<file path="config.mk">
export PLATFORM = sky130hd
export DESIGN_NAME = sample_clock_control
export DESIGN_NICKNAME = d
export VERILOG_FILES = /design/src/clk_ctl_pkg.sv /design/src/div_if.sv /design/src/clk_div_core.sv /design/src/sample_clock_control.sv
export SDC_FILE = /design/constraint.sdc
export NUM_CORES = 1
export LEC_CHECK = 0
export CORE_MARGIN = 5
export CORE_UTILIZATION = 35
export CTS_CLUSTER_DIAMETER = 200
export DETAILED_ROUTE_END_ITERATION = 8
export DONT_BUFFER_PORTS = 1
export PLACE_DENSITY_LB_ADDON = 0.3
export SLEW_MARGIN = 10
export SYNTH_ARGS = -nofsm -noshare
export SYNTH_HDL_FRONTEND = slang
export SYNTH_SLANG_ARGS = --single-unit
</file>
<file path="constraint.sdc">
create_clock -name clk -period 4.6 [get_ports clk]
set_clock_uncertainty 0.05 [all_clocks]
set_input_delay 0.69 -clock clk [delete_from_list [all_inputs] [get_ports clk]]
set_output_delay 0.69 -clock clk [all_outputs]
set_load 0.02 [all_outputs]
</file>
<file path="src/clk_ctl_pkg.sv">
// Constants and types shared by the sample clock control block
package clk_ctl_pkg;
  localparam logic [7:0] DIV_ALIGN_OFFSET = 8'h3A;
  localparam logic [7:0] DIV_RATIO_OFFSET = 8'h0B;
  localparam logic [7:0] POWER_OFFSET     = 8'h08;
  localparam logic [7:0] STAB_OFFSET      = 8'h09;
  localparam int         ALIGN_EVERY_BIT  = 1;
  localparam int         ALIGN_FIRST_BIT  = 2;
  localparam int         STAB_ENABLE_BIT  = 0;
  localparam logic [7:0] DIV_ALIGN_RESET  = 8'h00;
  localparam logic [7:0] DIV_RATIO_RESET  = 8'h00;
  localparam logic [7:0] POWER_RESET      = 8'h00;
  localparam logic [7:0] STAB_RESET       = 8'h01;
  localparam logic [1:0] PWR_MODE_ON      = 2'h0;
  localparam logic [1:0] PWR_MODE_DOWN    = 2'h1;
  localparam logic [1:0] PWR_MODE_STANDBY = 2'h2;
  localparam int         CLK_FREQ_MHZ     = 125;
  localparam int         STAB_MIN_MHZ     = 20;
  localparam int         WAKE_STEP_CYCLES = 4;
  localparam int         WAKE_CNT_W       = 16;
  typedef enum logic [1:0] {ALIGN_OFF, ALIGN_EVERY, ALIGN_FIRST} align_mode_t;
  typedef enum {PWR_RUN, PWR_SLEEP, PWR_WAKE} pwr_state_t;
endpackage

</file>
<file path="src/div_if.sv">
// Interface between the control logic and the divider core
`timescale 1ns/1ps
interface div_if;
  logic [2:0] ratio_m1;
  logic       realign;
  logic       run;
  logic       stab_en;
  logic       clk_en;
  logic       clk_fall;
  modport ctl  (output ratio_m1, realign, run, stab_en, input clk_en, clk_fall);
  modport core (input ratio_m1, realign, run, stab_en, output clk_en, clk_fall);
endinterface

</file>
<file path="src/clk_div_core.sv">
// Integer divider with realign and falling edge retiming
`timescale 1ns/1ps
module clk_div_core
  import clk_ctl_pkg::*;
(
  input  wire logic clk,
  input  wire logic reset_n,
  div_if.core       dv
);
  logic [2:0] cnt_r;
  logic [2:0] half;
  logic       en_r;
  logic       fall_r;

  // Mid point rounds up so a divide by two falls one cycle after the rise
  assign half = 3'(({1'b0, dv.ratio_m1} + 4'h1) >> 1);

  // Counter restarts on realign so all parts share phase
  always_ff @(posedge clk or negedge reset_n) begin
    if (!reset_n) begin
      cnt_r <= 3'h0;
    end else if (dv.realign || !dv.run) begin // [RULE3]
      cnt_r <= 3'h0;
    end else if (cnt_r >= dv.ratio_m1) begin // [RULE1] [RULE16]
      cnt_r <= 3'h0;
    end else begin
      cnt_r <= cnt_r + 3'h1;
    end
  end

  // One enable per N input cycles; ratio one gives enable every cycle
  always_ff @(posedge clk or negedge reset_n) begin
    if (!reset_n) begin
      en_r <= 1'b0;
    end else begin
      en_r <= dv.run && !dv.realign && (cnt_r == 3'h0); // [RULE16]
    end
  end

  // Falling edge placed at mid period instead of following the input
  always_ff @(posedge clk or negedge reset_n) begin
    if (!reset_n) begin
      fall_r <= 1'b0;
    end else begin
      fall_r <= dv.run && dv.stab_en && !dv.realign && (cnt_r == half); // [RULE6]
    end
  end

  assign dv.clk_en   = en_r;
  assign dv.clk_fall = fall_r;

  a_div_period: assert property (@(posedge clk) disable iff (!reset_n) // [RULE16]
    (dv.ratio_m1 == 3'h1 && $stable(dv.ratio_m1) && dv.run && !dv.realign && en_r)
      |=> !en_r)
    else $error("Divide by two enable came twice in a row");
endmodule

</file>
<file path="src/sample_clock_control.sv">
// Sample clock divider, alignment, stabilizer and power control
`timescale 1ns/1ps
// What this block does
// RULE1 - Divides the input sample clock by an integer ratio from one to eight.
// RULE2 - Divider_align_control bits pick realign on every pulse or first pulse only.
// RULE3 - An accepted alignment pulse returns the divider counter to its start.
// RULE4 - Alignment pulse passes an internal synchronizer on the sample clock.
// RULE5 - Far side drives alignment pulse synchronous to the sample clock.
// RULE6 - Stabilizer enabled regenerates the falling edge for fifty percent duty.
// RULE7 - Stabilizer need not work below about 20 MHz clock rate.
// RULE8 - User waits 1.5 to 5 us after clock rate change for relock.
// RULE9 - Power-down when pin is high or serial port commands it.
// RULE10 - In power-down every output driver goes high impedance.
// RULE11 - Pin driven low returns the device to normal operation.
// RULE12 - Power-down stops reference, bias and clock; wake time tracks sleep time.
// RULE13 - Serial standby keeps the reference on for faster wake-up.
// RULE14 - Reference select tied to supply disables the internal reference.
// RULE15 - Settings live in byte registers that can be written and read back.
// RULE16 - Ratio N gives one internal clock per N inputs; one passes through.
// RULE17 - First-pulse mode ignores later pulses until control is rewritten.
module sample_clock_control
  import clk_ctl_pkg::*;
#(
  parameter int WAKE_STEP = WAKE_STEP_CYCLES
) (
  input  wire logic       clk,
  input  wire logic       reset_n,
  input  wire logic       reg_wr,
  input  wire logic       reg_rd,
  input  wire logic [7:0] reg_addr,
  input  wire logic [7:0] reg_wdata,
  output logic      [7:0] reg_rdata,
  input  wire logic       align_pulse,
  input  wire logic       power_down_pin,
  input  wire logic       ref_sel_analog_supply,
  input  wire logic       stab_rate_ok,
  output logic            int_clk_en,
  output logic            int_clk_fall,
  output logic            ref_on,
  output logic            ref_internal,
  output logic            bias_on,
  output logic            awake,
  output logic            out_drv_oe
);
  div_if dv ();

  logic [7:0]        align_ctl_r;
  logic [7:0]        ratio_r;
  logic [7:0]        power_r;
  logic [7:0]        stab_r;
  logic              standby_r;
  logic [2:0]        sync_r;
  logic              sync_prev_r;
  logic              pulse_rise;
  logic              align_done_r;
  logic              align_take;
  logic [2:0]        pin_r;
  logic              pin_q_r;
  logic [2:0]        refs_r;
  logic              refs_q_r;
  logic              want_down;
  logic              want_standby;
  pwr_state_t        pwr_r;
  logic [WAKE_CNT_W-1:0] sleep_cnt_r;
  logic [WAKE_CNT_W-1:0] wake_cnt_r;
  logic [7:0]        rdata_r;
  align_mode_t       mode;

  // Serial port register file, byte wide, read back
  always_ff @(posedge clk or negedge reset_n) begin
    if (!reset_n) begin
      align_ctl_r <= DIV_ALIGN_RESET;
      ratio_r     <= DIV_RATIO_RESET;
      power_r     <= POWER_RESET;
      stab_r      <= STAB_RESET;
    end else if (reg_wr) begin
      case (reg_addr)
        DIV_ALIGN_OFFSET: align_ctl_r <= {5'h00, reg_wdata[2:1], 1'b0}; // [RULE15]
        DIV_RATIO_OFFSET: ratio_r     <= {5'h00, reg_wdata[2:0]}; // [RULE15]
        POWER_OFFSET:     power_r     <= {6'h00, reg_wdata[1:0]}; // [RULE15]
        STAB_OFFSET:      stab_r      <= {7'h00, reg_wdata[0]}; // [RULE15]
        default: ;
      endcase
    end
  end

  always_ff @(posedge clk or negedge reset_n) begin
    if (!reset_n) begin
      rdata_r <= 8'h00;
    end else if (reg_rd) begin
      case (reg_addr)
        DIV_ALIGN_OFFSET: rdata_r <= align_ctl_r; // [RULE15]
        DIV_RATIO_OFFSET: rdata_r <= ratio_r;
        POWER_OFFSET:     rdata_r <= power_r;
        STAB_OFFSET:      rdata_r <= stab_r;
        default:          rdata_r <= 8'h00;
      endcase
    end
  end
  assign reg_rdata = rdata_r;

  always_comb begin
    if (align_ctl_r[ALIGN_EVERY_BIT]) begin
      mode = ALIGN_EVERY;
    end else if (align_ctl_r[ALIGN_FIRST_BIT]) begin
      mode = ALIGN_FIRST;
    end else begin
      mode = ALIGN_OFF;
    end
  end

  // Three stage synchronizer; pulse counts when stages two and three agree
  always_ff @(posedge clk or negedge reset_n) begin
    if (!reset_n) begin
      sync_r      <= 3'h0;
      sync_prev_r <= 1'b0;
    end else begin
      sync_r      <= {sync_r[1:0], align_pulse}; // [RULE4]
      if (sync_r[2] == sync_r[1]) begin
        sync_prev_r <= sync_r[2];
      end
    end
  end
  assign pulse_rise = (sync_r[2] == sync_r[1]) && sync_r[2] && !sync_prev_r; // [RULE4] [RULE5]

  assign align_take = pulse_rise && (mode == ALIGN_EVERY ||
                      (mode == ALIGN_FIRST && !align_done_r)); // [RULE2]

  // Write to the control register rearms first-pulse mode
  always_ff @(posedge clk or negedge reset_n) begin
    if (!reset_n) begin
      align_done_r <= 1'b0;
    end else if (align_take && mode == ALIGN_FIRST) begin
      align_done_r <= 1'b1; // [RULE17]
    end else if (reg_wr && reg_addr == DIV_ALIGN_OFFSET) begin
      align_done_r <= 1'b0; // [RULE17]
    end
  end

  // Power pins through the same three stage filter
  always_ff @(posedge clk or negedge reset_n) begin
    if (!reset_n) begin
      pin_r    <= 3'h0;
      pin_q_r  <= 1'b0;
      refs_r   <= 3'h0;
      refs_q_r <= 1'b0;
    end else begin
      pin_r  <= {pin_r[1:0], power_down_pin};
      refs_r <= {refs_r[1:0], ref_sel_analog_supply};
      if (pin_r[2] == pin_r[1]) begin
        pin_q_r <= pin_r[2];
      end
      if (refs_r[2] == refs_r[1]) begin
        refs_q_r <= refs_r[2];
      end
    end
  end

  assign want_down    = pin_q_r || (power_r[1:0] == PWR_MODE_DOWN); // [RULE9] [RULE11]
  assign want_standby = !want_down && (power_r[1:0] == PWR_MODE_STANDBY); // [RULE13]

  // Wake delay grows with time spent asleep, as capacitors recharge
  always_ff @(posedge clk or negedge reset_n) begin
    if (!reset_n) begin
      pwr_r       <= PWR_RUN;
      sleep_cnt_r <= '0;
      wake_cnt_r  <= '0;
    end else begin
      case (pwr_r)
        PWR_RUN: begin
          sleep_cnt_r <= '0;
          if (want_down || want_standby) begin
            pwr_r <= PWR_SLEEP;
          end
        end
        PWR_SLEEP: begin
          if (sleep_cnt_r != '1) begin
            sleep_cnt_r <= sleep_cnt_r + 1'b1;
          end
          if (!want_down && !want_standby) begin
            pwr_r      <= PWR_WAKE;
            // Standby flag lags a cycle, so it survives the write that ends standby
            wake_cnt_r <= standby_r ?
                          (sleep_cnt_r >> 2) / WAKE_CNT_W'(WAKE_STEP) :
                          sleep_cnt_r / WAKE_CNT_W'(WAKE_STEP); // [RULE12] [RULE13]
          end
        end
        PWR_WAKE: begin
          if (want_down || want_standby) begin
            pwr_r <= PWR_SLEEP;
          end else if (wake_cnt_r == '0) begin
            pwr_r <= PWR_RUN;
          end else begin
            wake_cnt_r <= wake_cnt_r - 1'b1;
          end
        end
        default: pwr_r <= PWR_RUN;
      endcase
    end
  end

  // Standby leaves the reference up; external select turns internal one off
  always_ff @(posedge clk or negedge reset_n) begin
    if (!reset_n) begin
      standby_r <= 1'b0;
    end else begin
      standby_r <= want_standby;
    end
  end

  assign awake        = (pwr_r == PWR_RUN);
  assign bias_on      = (pwr_r != PWR_SLEEP); // [RULE12]
  assign ref_on       = (pwr_r != PWR_SLEEP) || standby_r; // [RULE12] [RULE13]
  assign ref_internal = ref_on && !refs_q_r; // [RULE14]
  assign out_drv_oe   = awake && !want_down; // [RULE10]

  // Stabilizer only honoured when the rate is high enough to lock
  assign dv.ratio_m1 = ratio_r[2:0]; // [RULE1]
  assign dv.realign  = align_take; // [RULE3]
  assign dv.run      = (pwr_r != PWR_SLEEP); // [RULE12]
  assign dv.stab_en  = stab_r[STAB_ENABLE_BIT] && stab_rate_ok; // [RULE6] [RULE7]

  clk_div_core u_core (
    .clk     (clk),
    .reset_n (reset_n),
    .dv      (dv)
  );

  assign int_clk_en   = dv.clk_en;
  assign int_clk_fall = dv.clk_fall;

  a_first_once: assert property (@(posedge clk) disable iff (!reset_n) // [RULE17]
    (mode == ALIGN_FIRST && align_done_r && !(reg_wr && reg_addr == DIV_ALIGN_OFFSET))
      |-> !align_take)
    else $error("Second pulse accepted in first-pulse mode");
  a_every_take: assert property (@(posedge clk) disable iff (!reset_n) // [RULE2]
    (mode == ALIGN_EVERY && pulse_rise) |-> align_take)
    else $error("Pulse dropped in every-pulse mode");
  a_realign_phase: assert property (@(posedge clk) disable iff (!reset_n) // [RULE3]
    (align_take && pwr_r != PWR_SLEEP) |=> !int_clk_en ##1 int_clk_en)
    else $error("Divider did not restart after alignment");
  a_sync_delay: assert property (@(posedge clk) disable iff (!reset_n) // [RULE4]
    pulse_rise |-> $past(align_pulse, 3))
    else $error("Alignment pulse skipped the synchronizer");
  a_pin_down: assert property (@(posedge clk) disable iff (!reset_n) // [RULE9] [RULE10]
    pin_q_r |=> !out_drv_oe)
    else $error("Outputs driven during power-down");
  // Clock enable is registered, so it may still stand in the first sleep cycle
  a_sleep_off: assert property (@(posedge clk) disable iff (!reset_n) // [RULE12]
    (pwr_r == PWR_SLEEP) |-> !bias_on && ($past(pwr_r) != PWR_SLEEP || !int_clk_en))
    else $error("Bias or clock alive in power-down");
  a_standby_ref: assert property (@(posedge clk) disable iff (!reset_n) // [RULE13]
    (pwr_r == PWR_SLEEP && standby_r) |-> ref_on)
    else $error("Reference off in standby");
  a_ext_ref: assert property (@(posedge clk) disable iff (!reset_n) // [RULE14]
    refs_q_r |-> !ref_internal)
    else $error("Internal reference on with external select");
  a_pass_thru: assert property (@(posedge clk) disable iff (!reset_n) // [RULE16]
    (ratio_r[2:0] == 3'h0 && awake && !align_take)[*2] |=> int_clk_en)
    else $error("Ratio one did not pass every cycle");
  a_pin_wake: assert property (@(posedge clk) disable iff (!reset_n) // [RULE11]
    (pwr_r == PWR_WAKE && !want_down && !want_standby && wake_cnt_r == '0)
      |=> awake)
    else $error("Wake did not return to run");

  c_first_align: cover property (@(posedge clk) disable iff (!reset_n)
    mode == ALIGN_FIRST && align_take);
  c_every_align: cover property (@(posedge clk) disable iff (!reset_n)
    mode == ALIGN_EVERY && align_take);
  c_wake_up: cover property (@(posedge clk) disable iff (!reset_n)
    pwr_r == PWR_WAKE ##1 pwr_r == PWR_RUN);
  c_stab_fall: cover property (@(posedge clk) disable iff (!reset_n) int_clk_fall);
endmodule

</file>
## After elaboration in Yosys (flattened, before gate mapping)

Index checks and enable logic that the tools add are counted.

| cells by class | value |
|---|---|
| add/sub/neg operators | 4 |
| $lt $le $gt $ge | 1 |
| equal/unequal tests | 22 |
| muxes and demuxes | 19 |
| reductions and logical operators | 42 |

Operators with widths:

| cell | count |
|---|---|
| 2-to-1 mux 32 bit | 4 |
| case mux 32 bit (3 select lines) | 1 |
| logical NOT 32 bit | 2 |
| 2-to-1 mux 16 bit | 4 |
| case mux 16 bit (2 select lines) | 2 |
| equality test 32 x 1 -> 1 bit, second input constant | 1 |
| equality test 32 x 2 -> 1 bit, second input constant | 1 |
| != test 32 x 2 -> 1 bit, second input constant | 1 |
| equality test 8 x 4 -> 1 bit, second input constant | 3 |
| adder 16 x 1 -> 16 bit, second input constant | 1 |
| logical AND 1 bit | 16 |
| logical NOT 16 bit | 1 |
| != test 16 bit, second input constant | 1 |
| subtractor 16 x 1 -> 16 bit, second input constant | 1 |
| 2-to-1 mux 14 bit | 1 |
| case mux 3 bit (4 select lines) | 1 |
| != test 2 bit, second input constant | 5 |
| AND reduction 2 bit | 5 |
| equality test 8 x 6 -> 1 bit, second input constant | 1 |
| logical NOT 1 bit | 7 |
| 2-to-1 mux 3 bit | 2 |
| nonzero test 2 bit | 3 |
| logical OR 1 bit | 5 |
| adder 3 x 1 -> 4 bit, second input constant | 1 |
| 12 further kinds | 18 |

| storage, ports and cells | value |
|---|---|
| bits in registers | 99 |
| bits of input ports | 24 |
| output and inout port bits | 15 |
| word-level logic and storage cells | 107 |

## Logic depth before layout (Yosys ltp)

| depth | value |
|---|---|
| depth in word-level cells | 9 |
| depth in mapped cells | 9 |
| gate-level depth less buffers | 7 |

## Modules after synthesis

From an unflattened synthesis, not the netlist that was laid out.

| second synthesis, totals | value |
|---|---|
| cells, all modules | 365 |
| area total of the unflattened synthesis | 3,559.7 um^2 |

By module, submodules not included:

| module | instances | cells each | area an instance (um^2) | seq. area each (um^2) |
|---|---|---|---|---|
| sample_clock_control | 1 | 333 | 3,211.8 | 1,477.7 |
| clk_div_core | 1 | 32 | 347.8 | 125.1 |

## Worst setup path before layout

Ideal clock, no wire load.

| path | value |
|---|---|
| path kind | reg-to-reg |
| from | reg wake_cnt_r[0] |
| to | reg wake_cnt_r[1] |
| setup time | 0.125 ns |
| arrival time | 2.478 ns |
| required time | 4.425 ns |
| slack | 1.947 ns |
| stages on the path, launching flop included | 10 |
| buffers on the path | 2 |
| clock period less this slack | 2.653 ns |
| cells stage by stage | dfrtp_1 inv_1 ha_1 or4b_4 buf_6 or4_4 buf_6 a21oi_4 inv_4 mux2_4 |

| on the way | value |
|---|---|
| longest elaborated chain between the ends | 4 |
| elaborated cells on any way between the ends | 7 |
| classes of those cells | 1 x add/sub; 1 x eq/ne; 3 x mux; 2 x reduce/logical |

Ends and longest elaborated chain:

| item | line | RTL |
|---|---|---|
| from (decl) | sample_clock_control.sv:65 | `logic [WAKE_CNT_W-1:0] wake_cnt_r;` |
| from (signal assigned) | sample_clock_control.sv:183 | `wake_cnt_r <= standby_r ?` |
| from (signal assigned) | sample_clock_control.sv:194 | `wake_cnt_r <= wake_cnt_r - 1'b1;` |
| subtractor 16 x 1 -> 16 bit | sample_clock_control.sv:194 |  |
| 2-to-1 mux 16 bit | sample_clock_control.sv:191 | `end else if (wake_cnt_r == '0) begin` |
| 2-to-1 mux 16 bit | sample_clock_control.sv:189 | `if (want_down \|\| want_standby) begin` |
| case mux 16 bit (2 select lines) | sample_clock_control.sv:169 | `case (pwr_r)` |

Several ways; a longest one is shown, not always the timed one. The select of a mux whose other input is x is not followed.
A chain may end at the register's enable or synchronous reset.

## Worst setup path in the final report

| path | value |
|---|---|
| from | reg pwr_r[1] |
| to | out ref_internal |

| on the way | value |
|---|---|
| longest elaborated chain between the ends | 3 |

Ends and longest elaborated chain:

| item | line | RTL |
|---|---|---|
| from (decl) | sample_clock_control.sv:63 | `pwr_state_t pwr_r;` |
| from (signal assigned) | sample_clock_control.sv:165 | `pwr_r <= PWR_RUN;` |
| from (signal assigned) | sample_clock_control.sv:173 | `pwr_r <= PWR_SLEEP;` |
| from (signal assigned) | sample_clock_control.sv:181 | `pwr_r <= PWR_WAKE;` |
| != test 32 x 2 -> 1 bit | -- |  |
| via bias_on | sample_clock_control.sv:41 | `output logic bias_on,` |
| logical OR 1 bit | sample_clock_control.sv:213 | `assign ref_on = (pwr_r != PWR_SLEEP) \|\| standby_r;` |
| via ref_on | sample_clock_control.sv:39 | `output logic ref_on,` |
| logical AND 1 bit | sample_clock_control.sv:214 | `assign ref_internal = ref_on && !refs_q_r;` |
| to (decl) | sample_clock_control.sv:40 | `output logic ref_internal,` |

The timed path passes the listed nets, and every way through them passes these cells.

==> reports/metrics.yaml <==
status: "complete, no violations"
worst_pin_slew_ps: 962
cts_tree: "built"
syn_inst: 379
crit_slowest_cell: "dfrtp_1"
grt_overflow: 0
ys_warn_count: 0
worstSkewPairLatency_ps: 350
timing.fmax_mhz: 325
wl_per_cell_um: 16.7
setup_viol: 0
cts_max_level: 3
synth_edf_count: 0
grt_pass1_wl_mm: 14.8
nNetsFinal: 409
power_density_mw_per_mm2: 428
port_buffers: 0
netlist_top_cells_area: "dfrtp_1 43%, mux2_2 4.3%, nand2_1 3.6%"
viasPerCell: 5.74
p_leak_nw: 1.63
worstPathRequired_ps: 3860
firstDrtPassIters: 4
cts_resized: 0
vdd_ir_drop_max_uv: 169
cts_setup_buffers: 0
grt.met3_usage: 0.0487
initial_core_util: 0.358
max_stage_delay_ps: 700
end_kind: "output port"
core_mm2: 0.0103
crit_family: "simple AND/OR/NAND/NOR gates"
fin_hold_ws_ps: 122
synth_top_area_cell: "dfrtp_1"
period_share: 0.668
setup_tns_ps: 0
vias: 2968
cp.arrival_ps: 2330
path_cells: "nand2b_1, or2_2, nor2b_1"
yosysSeqAreaShare: 0.434
slew_headroom: 0.353
cts-buffers-inserted: 9
die_h_um: 113
period_needed_ps: 3070
synth_top_area_frac: 0.427
synth.avg_cell_area_um2: 9.74
clk_path_buf_depth: 2
drive_gt1_frac: 0.147
rsz0062_at_grt: "false"
ys_ff_latch: 64
gp_congestion: 0.876
path_clk_slew_ps: 80
syn_to_final_growth_pct: 9.46
drv_cap: 0
syn-cell-area_mm2: 0.00369
dieArea_mm2: 0.0127
clock_sinks: 64
gr-max-usage-layer: "met2"
cts_root_buf: "clkbuf_8"
filler_cell_count: 999
grt_util_met1: 0.199
criticalPathCategory: "register to output port"
antenna_found_initial: 0
cts_hold_buffers: 1
drt_iter0_drc: 191
postLayoutSetupSlackWorst_ps: 1530
seqCellArea_mm2: 0.00160
die_w_um: 113
ys_async_sr_fraction: 1.00
synth.distinct_cells: 68
track_usage: 0.142
io_pins: 39
cp_max_fo: 18
worst-path-buf-inv: 0
diodes: 0
num_rows: 37
grt_pass1_vias: 2885
hp-class: "input port to async pin"
drt-total-wl_mm: 8.65
yosysMostFrequentCell: "dfrtp_1"
cp-start-kind: "register"
drc: 0
grt_max_degree: 64
slew_violations: 0
pre_cts_slack_ps: 1830
synthTopCellsByCount: "63 x dfrtp_1, 35 x nand2_1, 17 x inv_1"
dpl.hpwl_mm: 5.88
hold_violations: 0
multiInputGateArea_mm2: 0.00191
ant_nets: 0
synthFlopType: "dfrtp_1"
met2_usage: 0.212
stage by stage:
| stage | area, um^2 | util | std cells | power (W) |
|---|---|---|---|---|
| finish | 4040 | 0.391 | 517 | 0.00173 |
| global route | 4040 | 0.391 | 517 | 0.00183 |
| CTS | 4040 | 0.391 | 517 | 0.00174 |
| detailed placement | 3780 | 0.366 | 500 | 0.00116 |
| global placement | 3780 | 0.366 | 500 | 0.00115 |
| floorplan | 3710 | - | 383 | 0.00107 |
per-layer routing:
| metal | share of wire | routed length [um] | vias up |
|---|---|---|---|
| met5 | 0 | 0 | - |
| met4 | 0.0087 | 75 | 0 |
| met3 | 0.085 | 736 | 8 |
| met2 | 0.44 | 3810 | 107 |
| met1 | 0.47 | 4030 | 1434 |
| li1 | - | - | 1419 |
area by class of cell:
class,instances,area share
clock buffers,10,0.0341
clock inverters,6,0.0229
inverters,19,0.0183
multi-input cells,278,0.474
flip-flops and latches,64,0.397
well taps,136,0.0421
repair buffers,4,0.0124
where the power goes:
part | switching, W | internal (W)
clock network | 0.000239 | 0.000321
registers | 0.000110 | 0.000639
logic | 0.000252 | 0.000166
cells in the final DEF, fill, tap and decap left out, types with 3 or more instances in the layout:
cell      netlist  routed
clkbuf_8        0      10
ha_1            9       9
nand2_1        35      35
o22ai_1         4       4
or4_1           8       8
nor2b_1         6       6
or3_1           3       3
a32o_1          3       3
dfrtp_1        63      63
nand3_1        10      10
inv_1          17      17
conb_1          1       5
o211ai_1        3       3
o311ai_0        3       3
a21oi_1        15      15
mux2_2         14      14
a211oi_1       11      11
or2_2           7       7
xnor2_1         6       6
o31ai_1         3       3
or3_2           3       3
buf_4           5       3
nor3_1         15      15
nand4_1        12      12
nand2b_1        7       7
a311oi_1        3       3
mux2i_1        10      10
o21ai_0         9       9
nor4_1         13      13
nor2_1         15      15
a22o_1          5       5
worst paths after layout:
check	cells after the start	end	slack (ps)	start
min in group clk	0	pin_r[1]$_DFF_PN0_	300	pin_r[0]$_DFF_PN0_
setup reg to reg	7	wake_cnt_r[1]$_DFFE_PN0P_	1790	wake_cnt_r[0]$_DFFE_PN0P_
setup / recovery	3	ref_internal	1530	pwr_r[1]$_DFFE_PN0P_
max in group asynchronous	1	sleep_cnt_r[5]$_DFFE_PN0P_	4060	reset_n
hold reg to reg	0	pin_r[1]$_DFF_PN0_	300	pin_r[0]$_DFF_PN0_
hold / removal	0	stab_r[0]$_DFFE_PN1P_	120	reset_n
cell families after synthesis:
| kind of cell | synth area share |
|---|---|
| adder cells (fa/ha/maj) | 0.0359 |
| multiplexers | 0.0739 |
| AO/OA/AOI/OAI | 0.164 |
| AND/OR/NAND/NOR | 0.222 |
| XOR/XNOR | 0.0166 |
| other | 0.00102 |
| buffers and inverters | 0.0515 |
| flip-flops | 0.434 |
state kept, by name, indices dropped and copies added, names as in the netlist, 2 cells and up:
register,cells
wake_cnt_r,16
sleep_cnt_r,16
sync_r,3
pin_r,3
ratio_r,3
pwr_r,2
reg_rdata,3
refs_r,3
power_r,2
align_ctl_r,2
u_core.cnt_r,3
Note: power is estimated with default switching activity, not from simulation.
